### config.mk
export PLATFORM = sky130hd
export DESIGN_NAME = pmt_top
export DESIGN_NICKNAME = d
export VERILOG_FILES = /design/src/hdl/pmt_pkg.sv /design/src/hdl/pmt_top.sv
export SDC_FILE = /design/constraint.sdc
export NUM_CORES = 1
export LEC_CHECK = 0
export BUFFER_PORTS_ARGS = -buffer_cell sky130_fd_sc_hd__buf_2
export CORE_MARGIN = 4
export CORE_UTILIZATION = 54
export CTS_CLUSTER_DIAMETER = 100
export DETAILED_ROUTE_END_ITERATION = 6
export PLACE_DENSITY = 0.82
export SLEW_MARGIN = 25
export SYNTH_ARGS = -nofsm -noshare
export SYNTH_HDL_FRONTEND = slang
export SYNTH_SLANG_ARGS = --single-unit
### constraint.sdc
create_clock -name clk_sys -period 4.6 [get_ports clk_sys]
set_input_delay 0.23 -clock clk_sys [delete_from_list [all_inputs] [get_ports clk_sys]]
set_output_delay 0.23 -clock clk_sys [all_outputs]
set_load 0.005 [all_outputs]
### src/hdl/pmt_pkg.sv
/*
  Package for the port mux and interval timer block: register offsets,
  control field positions, reset values, mode encodings and carrier structs.
  Assumes a single 250 MHz system clock and a plain strobe register port.
*/
package pmt_pkg;

  // Register byte addresses
  localparam logic [15:0] PMT_ADDR_DIRECTION = 16'h5000;
  localparam logic [15:0] PMT_ADDR_SF_CONTROL = 16'h5004;
  localparam logic [15:0] PMT_ADDR_PIN_DATA = 16'h5008;
  localparam logic [15:0] PMT_ADDR_TIMER_MODE = 16'h6000;
  localparam logic [15:0] PMT_ADDR_T0_BASE = 16'h6004;
  localparam logic [15:0] PMT_ADDR_T1_BASE = 16'h6008;
  localparam logic [15:0] PMT_ADDR_T0_COUNT = 16'h600c;
  localparam logic [15:0] PMT_ADDR_T1_COUNT = 16'h6010;

  // Widths
  localparam int PMT_NPINS = 18;
  localparam int PMT_NIRQ = 4;

  // Reset values
  localparam logic [31:0] PMT_RST_WORD = 32'h0000_0000;
  localparam logic [31:0] PMT_RST_COUNT = 32'h0fff_ffff;
  localparam logic [31:0] PMT_ONE = 32'h0000_0001;

  // Pin positions of the special functions
  localparam int PMT_PIN_IRQ0 = 8;
  localparam int PMT_PIN_DREQ0 = 12;
  localparam int PMT_PIN_DREQ1 = 13;
  localparam int PMT_PIN_DACK0 = 14;
  localparam int PMT_PIN_DACK1 = 15;
  localparam int PMT_PIN_TIMER0_OUTPUT = 16;
  localparam int PMT_PIN_TIMER1_OUTPUT = 17;

  // Control word fields: interrupt request fields are 5 bits each from bit 0
  localparam int PMT_IRQ_FIELD_W = 5;
  localparam int PMT_IRQ_EN_OFS = 4;
  localparam int PMT_IRQ_FILT_OFS = 3;
  localparam int PMT_IRQ_POL_OFS = 0;
  localparam int PMT_DREQ0_EN = 22;
  localparam int PMT_DREQ0_FILT = 21;
  localparam int PMT_DREQ0_POL = 20;
  localparam int PMT_DREQ1_EN = 25;
  localparam int PMT_DREQ1_FILT = 24;
  localparam int PMT_DREQ1_POL = 23;
  localparam int PMT_DACK0_EN = 27;
  localparam int PMT_DACK0_POL = 26;
  localparam int PMT_DACK1_EN = 29;
  localparam int PMT_DACK1_POL = 28;
  localparam int PMT_TIMER0_OUTPUT_EN = 30;
  localparam int PMT_TIMER1_OUTPUT_EN = 31;

  // Timer mode word: per timer an enable and a mode bit
  localparam int PMT_TMR_EN0 = 0;
  localparam int PMT_TMR_MODE0 = 1;
  localparam int PMT_TMR_STRIDE = 3;

  // Filter length in system clocks
  localparam int PMT_FILTER_TAPS = 3;

  // Timer mode encoding
  typedef enum logic {
    PMT_MODE_INTERVAL = 1'b0,
    PMT_MODE_TOGGLE = 1'b1
  } pmt_mode_t;

  // Register port request
  typedef struct packed {
    logic [15:0] addr;
    logic [31:0] wdata;
    logic wr;
    logic rd;
  } pmt_req_t;

  // Two-way pin group
  typedef struct packed {
    logic [PMT_NPINS-1:0] dout;
    logic [PMT_NPINS-1:0] oe;
  } pmt_pins_t;

  // Requests passed to interrupt controller and DMA engine
  typedef struct packed {
    logic [PMT_NIRQ-1:0] ext_irq;
    logic [1:0] dma_req;
    logic [1:0] timer_irq;
  } pmt_events_t;

endpackage

### src/hdl/pmt_top.sv
/*
  Eighteen port pins with direction and special-function muxing, plus two
  32-bit down-counting timers with interval and toggle modes.
  Assumes all pin inputs are synchronous to clk_sys; the interrupt
  controller and DMA engine sit outside and take the request levels.
  Assumes clk_en is high for normal running; low freezes every register.
*/
// Chosen here: the strobed register port.

// Summary of operation
// RULE1: two 32-bit timers, interval or toggle
// RULE2: interval time-out gives one-cycle output pulse
// RULE3: toggle time-out inverts output, raises request
// RULE4: request raised at every count-out
// RULE5: enable loads base value, then decrements
// RULE6: expiry reloads base, counting continues
// RULE7: halt keeps count, no reload
// RULE8: period is base value plus one
// RULE9: live count readable, writable, reset 0x0fffffff
// RULE10: software changes base only while disabled
// RULE11: eighteen pins: input, output or special
// RULE12: pins 0-7 direction from mode register only; code takes it from the direction register
// RULE13: pins 8-17 carry irq, dma, timer functions
// RULE14: special enable overrides direction register
// RULE15: filter passes level held three clocks
// RULE16: dma request 0 bits 22,21,20
// RULE17: dma request 1 bits 25,24,23
// RULE18: dma acknowledge 0 bits 27,26
// RULE19: dma acknowledge 1 bits 29,28
// RULE20: bits 30,31 route timers to pins
// RULE21: irq 1-3 fields at 9:5,14:10,19:15
// RULE22: data bits map to pins one-to-one
// RULE23: direction bit 1 output; per-timer enable, mode
// RULE24: irq field: enable, filter, polarity bits
module pmt_top (
  // Clock, reset, enable
  input wire logic clk_sys,
  input wire logic sys_rst,
  input wire logic clk_en,
  // Register port
  input wire pmt_pkg::pmt_req_t reg_req,
  output logic [31:0] reg_rdata,
  // Port pins
  input wire logic [pmt_pkg::PMT_NPINS-1:0] pin_in,
  output pmt_pkg::pmt_pins_t pin_out,
  // DMA acknowledge from the DMA engine, active high
  input wire logic [1:0] dma_ack_in,
  // Requests to interrupt controller and DMA engine
  output pmt_pkg::pmt_events_t events
);
  import pmt_pkg::*;

  // Direction and control keep all 32 bits so software reads back what it
  // wrote; only the low 18 direction bits reach the pins
  // Software registers
  logic [31:0] direction_q;
  logic [31:0] control_q;
  logic [PMT_NPINS-1:0] pin_data_q;
  logic [31:0] tmode_q;
  logic [31:0] base_q [2];
  logic [31:0] count_q [2];
  // The run flag remembers last cycle's enable, so a fresh enable is seen
  // as a rising edge and loads the base value once, unless a count write takes priority in that cycle
  // Timer state
  logic [1:0] run_q;
  logic [1:0] tout_q;
  logic [1:0] tirq_q;
  // History clears to zero in reset, so a pin that idles high needs three
  // clocks before its filtered level follows it
  // Filter history and filtered levels for six special inputs
  logic [PMT_FILTER_TAPS-1:0] hist_q [6];
  logic [5:0] filt_q;
  // Read data register
  logic [31:0] rdata_q;

  // Strobes are one cycle long; a write lands at the edge that samples it
  // Register write decode helper
  function automatic logic wr_hit(input pmt_req_t r, input logic [15:0] a);
    return r.wr && (r.addr == a);
  endfunction

  // Field n starts at bit 5n: bit 4 enables, bit 3 filters, bit 0 polarity
  // Interrupt request field accessors, fields laid out from bit 0
  function automatic logic irq_bit(input logic [31:0] c, input int n, input int ofs);
    return c[n * PMT_IRQ_FIELD_W + ofs];
  endfunction

  // Slots 0 to 3 are the interrupt request pins, 4 and 5 the DMA request
  // pins; one slot layout lets filter and request logic loop over all six
  // Control decode per special input: enable, filter, polarity
  logic [5:0] sf_en;
  logic [5:0] sf_filt;
  logic [5:0] sf_pol;
  logic [5:0] sf_pin;
  always_comb begin
    for (int n = 0; n < PMT_NIRQ; n++) begin
      sf_en[n] = irq_bit(control_q, n, PMT_IRQ_EN_OFS); // see RULE21 see RULE24
      sf_filt[n] = irq_bit(control_q, n, PMT_IRQ_FILT_OFS);
      sf_pol[n] = irq_bit(control_q, n, PMT_IRQ_POL_OFS);
      sf_pin[n] = pin_in[PMT_PIN_IRQ0 + n];
    end
    sf_en[4] = control_q[PMT_DREQ0_EN]; // see RULE16
    sf_filt[4] = control_q[PMT_DREQ0_FILT];
    sf_pol[4] = control_q[PMT_DREQ0_POL];
    sf_pin[4] = pin_in[PMT_PIN_DREQ0];
    sf_en[5] = control_q[PMT_DREQ1_EN]; // see RULE17
    sf_filt[5] = control_q[PMT_DREQ1_FILT];
    sf_pol[5] = control_q[PMT_DREQ1_POL];
    sf_pin[5] = pin_in[PMT_PIN_DREQ1];
  end

  // A level that flips inside the window leaves the filtered value alone,
  // so short glitches never reach the request output of a slot with its filter bit set
  // Three-tap filter: pass a level only once it held three clocks
  always_ff @(posedge clk_sys) begin
    if (sys_rst) begin
      for (int n = 0; n < 6; n++) begin
        hist_q[n] <= '0;
      end
      filt_q <= '0;
    end else if (clk_en) begin
      for (int n = 0; n < 6; n++) begin
        hist_q[n] <= {hist_q[n][PMT_FILTER_TAPS-2:0], sf_pin[n]};
        if (&hist_q[n]) begin
          filt_q[n] <= 1'b1; // see RULE15
        end else if (~|hist_q[n]) begin
          filt_q[n] <= 1'b0;
        end
      end
    end
  end

  // A disabled slot never raises a request, whatever its pin does
  // Special input requests, polarity applied, gated by enable
  logic [5:0] sf_req;
  always_comb begin
    for (int n = 0; n < 6; n++) begin
      // Polarity 1 means active high
      sf_req[n] = sf_en[n] && ((sf_filt[n] ? filt_q[n] : sf_pin[n]) == sf_pol[n]);
    end
  end

  // Writes to unmapped addresses fall through every decode and change
  // nothing, which keeps stray software writes harmless
  // Register writes: port registers
  always_ff @(posedge clk_sys) begin
    if (sys_rst) begin
      direction_q <= PMT_RST_WORD;
      control_q <= PMT_RST_WORD;
      pin_data_q <= '0;
    end else if (clk_en) begin
      if (wr_hit(reg_req, PMT_ADDR_DIRECTION)) begin
        direction_q <= reg_req.wdata; // see RULE23
      end
      if (wr_hit(reg_req, PMT_ADDR_SF_CONTROL)) begin
        control_q <= reg_req.wdata;
      end
      if (wr_hit(reg_req, PMT_ADDR_PIN_DATA)) begin
        pin_data_q <= reg_req.wdata[PMT_NPINS-1:0]; // see RULE22
      end
    end
  end

  // A base write to a running timer only shows at its next reload; the
  // counter itself is never disturbed by it
  // Register writes: timer mode and base values
  always_ff @(posedge clk_sys) begin
    if (sys_rst) begin
      tmode_q <= PMT_RST_WORD;
      base_q[0] <= PMT_RST_WORD;
      base_q[1] <= PMT_RST_WORD;
    end else if (clk_en) begin
      if (wr_hit(reg_req, PMT_ADDR_TIMER_MODE)) begin
        tmode_q <= reg_req.wdata;
      end
      // Written any time; software keeps it for disabled timers, see RULE10
      if (wr_hit(reg_req, PMT_ADDR_T0_BASE)) begin
        base_q[0] <= reg_req.wdata;
      end
      if (wr_hit(reg_req, PMT_ADDR_T1_BASE)) begin
        base_q[1] <= reg_req.wdata;
      end
    end
  end

  // Each timer owns a three-bit slot in the mode word; the top bit is spare
  // Per-timer enable and mode
  logic [1:0] t_en;
  pmt_mode_t t_mode [2];
  logic [1:0] t_cnt_wr;
  always_comb begin
    for (int t = 0; t < 2; t++) begin
      t_en[t] = tmode_q[PMT_TMR_EN0 + t * PMT_TMR_STRIDE]; // see RULE23
      t_mode[t] = pmt_mode_t'(tmode_q[PMT_TMR_MODE0 + t * PMT_TMR_STRIDE]);
    end
    t_cnt_wr[0] = wr_hit(reg_req, PMT_ADDR_T0_COUNT);
    t_cnt_wr[1] = wr_hit(reg_req, PMT_ADDR_T1_COUNT);
  end

  // Priority per timer: software count write, then load on a fresh enable,
  // then counting. A base of zero times out every cycle, so an interval
  // output then stays high.
  // Timer counters: load on enable, decrement, reload on time-out
  always_ff @(posedge clk_sys) begin
    if (sys_rst) begin
      count_q[0] <= PMT_RST_COUNT; // see RULE9
      count_q[1] <= PMT_RST_COUNT;
      run_q <= '0;
      tout_q <= '0;
      tirq_q <= '0;
    end else if (clk_en) begin
      for (int t = 0; t < 2; t++) begin
        // Remember the enable to catch its rising edge
        run_q[t] <= t_en[t];
        // Request pulse lasts one clock unless set again below
        tirq_q[t] <= 1'b0;
        if (t_cnt_wr[t]) begin
          count_q[t] <= reg_req.wdata; // see RULE9
        end else if (t_en[t] && !run_q[t]) begin
          count_q[t] <= base_q[t]; // see RULE5
          if (t_mode[t] == PMT_MODE_INTERVAL) begin
            tout_q[t] <= 1'b0;
          end
        end else if (t_en[t]) begin
          if (count_q[t] == '0) begin
            // Count-out: base+1 cycles after load, see RULE8
            count_q[t] <= base_q[t]; // see RULE6
            tirq_q[t] <= 1'b1; // see RULE4
            if (t_mode[t] == PMT_MODE_TOGGLE) begin
              tout_q[t] <= ~tout_q[t]; // see RULE3
            end else begin
              tout_q[t] <= 1'b1; // see RULE2
            end
          end else begin
            count_q[t] <= count_q[t] - PMT_ONE; // see RULE1
            if (t_mode[t] == PMT_MODE_INTERVAL) begin
              tout_q[t] <= 1'b0;
            end
          end
        end else if (t_mode[t] == PMT_MODE_INTERVAL) begin
          // Halted: count held, no reload, see RULE7
          tout_q[t] <= 1'b0;
        end
      end
    end
  end

  // Later assignments win, so special functions override the direction
  // bits; input functions release the pin so an outside device can drive it
  // Pin drive: direction register, overridden by special functions
  logic [PMT_NPINS-1:0] oe_c;
  logic [PMT_NPINS-1:0] dout_c;
  always_comb begin
    oe_c = direction_q[PMT_NPINS-1:0]; // see RULE11 see RULE12
    dout_c = pin_data_q;
    for (int n = 0; n < PMT_NIRQ; n++) begin
      if (sf_en[n]) begin
        oe_c[PMT_PIN_IRQ0 + n] = 1'b0; // see RULE14
      end
    end
    if (sf_en[4]) begin
      oe_c[PMT_PIN_DREQ0] = 1'b0;
    end
    if (sf_en[5]) begin
      oe_c[PMT_PIN_DREQ1] = 1'b0;
    end
    if (control_q[PMT_DACK0_EN]) begin
      // Polarity 1 drives ack high when active, see RULE18
      oe_c[PMT_PIN_DACK0] = 1'b1;
      dout_c[PMT_PIN_DACK0] = ~(dma_ack_in[0] ^ control_q[PMT_DACK0_POL]);
    end
    if (control_q[PMT_DACK1_EN]) begin
      oe_c[PMT_PIN_DACK1] = 1'b1; // see RULE19
      dout_c[PMT_PIN_DACK1] = ~(dma_ack_in[1] ^ control_q[PMT_DACK1_POL]);
    end
    if (control_q[PMT_TIMER0_OUTPUT_EN]) begin
      oe_c[PMT_PIN_TIMER0_OUTPUT] = 1'b1; // see RULE20 see RULE13
      dout_c[PMT_PIN_TIMER0_OUTPUT] = tout_q[0];
    end
    if (control_q[PMT_TIMER1_OUTPUT_EN]) begin
      oe_c[PMT_PIN_TIMER1_OUTPUT] = 1'b1;
      dout_c[PMT_PIN_TIMER1_OUTPUT] = tout_q[1];
    end
  end

  // Registered drive keeps the pins glitch-free, at the cost of one clock
  // after any register or timer change
  // Pin outputs registered
  always_ff @(posedge clk_sys) begin
    if (sys_rst) begin
      pin_out <= '0;
      events <= '0;
    end else if (clk_en) begin
      pin_out.oe <= oe_c;
      pin_out.dout <= dout_c;
      events.ext_irq <= sf_req[PMT_NIRQ-1:0];
      events.dma_req <= sf_req[5:4];
      events.timer_irq <= tirq_q;
    end
  end

  // Output pins read back what the block drives, not what the pin settles at
  // Pin data read: inputs show pin level, outputs show driven value
  logic [PMT_NPINS-1:0] pin_rd;
  always_comb begin
    for (int n = 0; n < PMT_NPINS; n++) begin
      pin_rd[n] = oe_c[n] ? dout_c[n] : pin_in[n]; // see RULE22
    end
  end

  // Read data stands for one cycle after the strobe and then returns to
  // zero, so a stale value never lingers on the bus
  // Read decode; unmapped addresses read zero
  always_ff @(posedge clk_sys) begin
    if (sys_rst) begin
      rdata_q <= PMT_RST_WORD;
    end else if (clk_en) begin
      if (!reg_req.rd) begin
        rdata_q <= PMT_RST_WORD;
      end else if (reg_req.addr == PMT_ADDR_DIRECTION) begin
        rdata_q <= direction_q;
      end else if (reg_req.addr == PMT_ADDR_SF_CONTROL) begin
        rdata_q <= control_q;
      end else if (reg_req.addr == PMT_ADDR_PIN_DATA) begin
        rdata_q <= {{(32-PMT_NPINS){1'b0}}, pin_rd};
      end else if (reg_req.addr == PMT_ADDR_TIMER_MODE) begin
        rdata_q <= tmode_q;
      end else if (reg_req.addr == PMT_ADDR_T0_BASE) begin
        rdata_q <= base_q[0];
      end else if (reg_req.addr == PMT_ADDR_T1_BASE) begin
        rdata_q <= base_q[1];
      end else if (reg_req.addr == PMT_ADDR_T0_COUNT) begin
        rdata_q <= count_q[0]; // see RULE9
      end else if (reg_req.addr == PMT_ADDR_T1_COUNT) begin
        rdata_q <= count_q[1];
      end else begin
        rdata_q <= PMT_RST_WORD;
      end
    end
  end

  // Read data leaves straight from its flip-flop
  assign reg_rdata = rdata_q;

endmodule

# After elaboration in Yosys (flattened, before gate mapping)
# Memory sizes are Yosys's and may differ from the RTL's.
# Index checks and enable logic that the tools add are counted.
# totals
wordCells	257
n_memories	3
reg_bits	202
ramBits	146
# memory_table
memory	depth	width	read_ports	rd_clocked_by_memory_dff	wr	line_no	text
base_q	2	32	2	0	2	pmt_top.sv:60	logic [31:0] base_q [2];
count_q	2	32	2	0	2	pmt_top.sv:61	logic [31:0] count_q [2];
hist_q	6	3	6	0	6	pmt_top.sv:71	logic [PMT_FILTER_TAPS-1:0] hist_q [6];
# classes
add_sub_neg	2
n_bitwise	24
reduce_logical	44
mux	144
eq_ne	20
# op_table
op	count
32-bit 2-to-1 mux	19
16-bit by 15-bit equality test with 1-bit output, second input constant	8
1-bit 2-to-1 mux	119
32-bit logical NOT	2
32-bit by 1-bit subtractor with 32-bit output, second input constant	2
2-bit AND reduction	12
3-bit 2-to-1 mux	6
3-bit AND reduction	6
3-bit OR reduction	6
1-bit logical AND	16
1-bit bitwise OR	16
2-bit != test, second input constant	6
1-bit equality test	6
1-bit NOT	6
1-bit logical NOT	2
1-bit XOR	2

# Logic depth before layout (Yosys ltp)
# depth
depth_word	10
depth_mapped	10

# Worst setup path before layout
# OpenSTA, ideal clock, no wires.
# synth_path
path_kind	in2reg
startpoint	input reg_req[39] in the netlist's numbering
endpoint	memory count_q[1][0], enable pin
stages	6
setup_time_ns	0.466
arrival_ns	4.014
slack_ns	0.121
path_cell_list	or4_1 buf_2 nor4_4 clkbuf_1 a21oi_1 o21ai_0
# synth_lines
item	line_no	text
from (decl)	pmt_top.sv:41	input wire pmt_pkg::pmt_req_t reg_req,
to (decl)	pmt_top.sv:61	

==> run_results.csv <==
group,metric,value,unit
placed_design,gp_congestion,0.990,
critical_path,critPathTopFamily,"compound AO/OA/AOI/OAI gates",
critical_path,crit_fanout,25,
critical_path,rrSetupSlack,0.97,ns
timing,hold_viol,0,
power_and_ir_drop,power.total,0.00673,W
critical_path,cp_cell_sequence,"inv_1, ha_1, nor3b_2, buf_4, nand4b_1, o41a_1, buf_4, o32ai_1, a31oi_1",
critical_path,crit_path_frequent_cell,"buf_4",
synth,synthFlopType,"dfxtp_1",
synth,synth_top_cell_area_share,25.5,%
floorplanning,coreArea,31500,sq um
synth,yosysTopAreaCell,"edfxtp_1",
clock_tree,clk_latency,0.54,ns
routing,met1_length,22200,microns
final_layout,fin_area,19500,sq um
hold_path,hold_depth,3,
timing,setup_tns,0,ns
final_layout,mostFrequentLayoutCell,"nand2_1",
hold_path,min_to,"tmode_q[29]",
synth,avgSynthCellArea,9.38,sq um
power_and_ir_drop,peakVddDrop,0.233,mV
timing,fin_crit,3.63,ns
routing,viasPerCell,6.76,
clock_tree,clk_pin_slew,0.06,ns
routing,drt_first_pass_iters,7,
critical_path,cp-start-kind,"register",
critical_path,end_kind,"register",
final_layout,final_cell_mix,"nand2_1 (297), a21oi_1 (204), dfxtp_1 (202)",
routing,drc_errors,1,
final_layout,final_core_util,62.0,%
power_and_ir_drop,p_per_area,345,nW/um^2
floorplanning,die_h,187,microns
routing,drt_iter0_markers,2176,
hold_path,hold_path.class,"input pin to register",
critical_path,r2r_cells,9,
critical_path,slowest_delay,0.89,ns
synth,ys_types,78,
routing,vias,16000,
floorplanning,rows,65,
clock_tree,clockBufferDepth,3,
timing,fin_crit_sh,78.9,%
critical_path,required,4.87,ns
critical_path,r2r_end,"count_q[0][26]",
placed_design,place_area,18200,sq um
critical_path,worstSetupPathType,"register to register",
clock_tree,cts_tree,"yes",
floorplanning,io_pins,149,
status,status,"finished, violations left",
final_layout,syn_to_final_growth,13.3,%
global_route,overflow,0,
routing,wire_per_inst,25.1,microns
routing,highest_layer,"met4",
clock_tree,clock_sinks,348,
timing,max_slew.worst_pin.slew,1.17,ns
critical_path,cp_num_buf_inv,3,
clock_tree,cts_buffers,38,
placed_design,numPortBuffers,148,
timing,max_freq,276,MHz
timing,hold_ws,0.0275,ns
floorplanning,dieWidth,187,microns
synth,ys_seq_elements,348,
clock_tree,cts_root_buffer,"clkbuf_16",
timing,slew_headroom,21.2,%
clock_tree,cts_resized,0,
synth,synth_top_cells_by_area,"edfxtp_1 (25%), dfxtp_1 (23%), nand2_1 (6.5%)",
placed_design,dp_hpwl,41600,microns
routing,dr_wl_met3,6420,microns
routing,ant_nets,0,
timing,skew,0.0155,ns
timing,final_max_slew_viol_count,0,
timing,rsz0062_at_grt,"false",
synth,synth_edf_count,146,
hold_path,min_from,"reg_req[31]",
global_route,antenna_found_initial,0,
global_route,first_global_vias,15300,
final_layout,drive_gt1_share,16.2,%
clock_tree,ctsHtreeMaxLevel,2,
critical_path,r2r-start,"count_q[0][0]",
global_route,grt_pass1_wl,90700,microns
status,violations,"DRC",
flow_run,cap_violations,0,
routing,met2_length,26400,microns
final_layout,fill_cells,2537,
global_route,grt_max_degree,95,
critical_path,cp_slowest_cell,"o41a_1",
global_route,track_usage,32.8,%
synth,syn_nets,1913,
synth,synthArstFlopShare,0,%
critical_path,crit_arrival,3.89,ns
synth,synth_seq_area_share,48.9,%
timing,setup_violations,0,
routing,drt_wl_total,59500,microns
synth,syn_inst,1837,
final_layout,final_nets,2011,
synth,netlist_area,17200,sq um
synth,ys.warnings.count,0,
power_and_ir_drop,p_leak,6.54,nW
floorplanning,initial_core_util,54.7,%
floorplanning,die_area,34800,sq um
## logic make-up (layout without fill, tap and decap cells)
kind of cell,count (synthesis),count (layout),share of synthesized area [%]
xor+xnor,64,64,3.25
fa+ha+maj,3,3,0.218
compound gates,542,542,20.5
simple gates,671,671,19.2
buf+inv,144,269,3.84
other cells,0,1,0
mux,65,65,4.05
flops,348,348,48.9
## layout make-up
class	instances	area (sq um)	share of cell area, %
sequential	348	8430	43.2
multi-input combinational	1345	8220	42.1
clock buffer	50	1050	5.37
timing repair buffer	187	1050	5.36
tap	402	503	2.58
clock inverter	17	211	1.08
inverter	15	56.3	0.288
antenna	1	2.50	0.0128
## synth_stat cells (all sizes together), types with 21 or more instances
library cell  count
dfxtp           202
nand2           297
and2             53
clkbuf           69
a2bb2oi          23
xor2             33
o22ai            31
xnor2            31
mux2i            51
nand3            21
edfxtp          146
nor2            131
a22oi            30
buf              60
o21ai            93
a21oi           206
nor3             28
a211oi           25
nor4             32
## worst min-delay path: stages
cell	delay, ns
buf_2	0.16
nand2_1	0.07
a21oi_1	0.05
## per-stage QoR
step	cells	worst slack, ns
CTS	2363	1.06
global route	2364	0.891
floorplan	1837	0.121
detailed placement	2295	1.08
finish	2365	0.973
global placement	2295	1.18
## metal layers
metal / up-vias / GRT usage, %
met5: - / 0
met4: 0 / 19.9
met3: 240 / 5.87
met2: 1117 / 50.9
met1: 7676 / 43.1
li1: 6964 / -
## registers in the layout (all words and copies together), names as in the netlist
signal	count
base_q	64
count_q	64
pin_out	36
control_q	32
direction_q	32
reg_rdata	32
tmode_q	32
hist_q	18
pin_data_q	18
events	8
filt_q	6
run_q	2
tirq_q	2
tout_q	2
## worst max-delay path by stage
| stage | start | endpoint | slack (ns) | depth (start not counted) |
|---|---|---|---|---|
| floorplan | reg_req[39] | count_q[1][0] | 0.12 | 6 |
| global placement | reg_req[36] | count_q[1][20] | 1.18 | 7 |
| detailed placement | count_q[0][0] | count_q[0][26] | 1.08 | 9 |
| CTS | count_q[0][0] | count_q[0][26] | 1.06 | 9 |
| global route | count_q[0][0] | count_q[0][27] | 0.89 | 9 |
| finish | count_q[0][0] | count_q[0][26] | 0.97 | 9 |
## report_power, final
group          switching (W)  internal (W)  total, W
clock network        0.00128       0.00184   0.00312
registers          0.0000445       0.00326   0.00331
logic               0.000222     0.0000826  0.000305
## repair_timing
action	in CTS	in global routing
hold buffers	1	0
buffers inserted	0	0
hold endpoints to repair	1	0
Note: power is estimated with default switching activity, not from simulation.
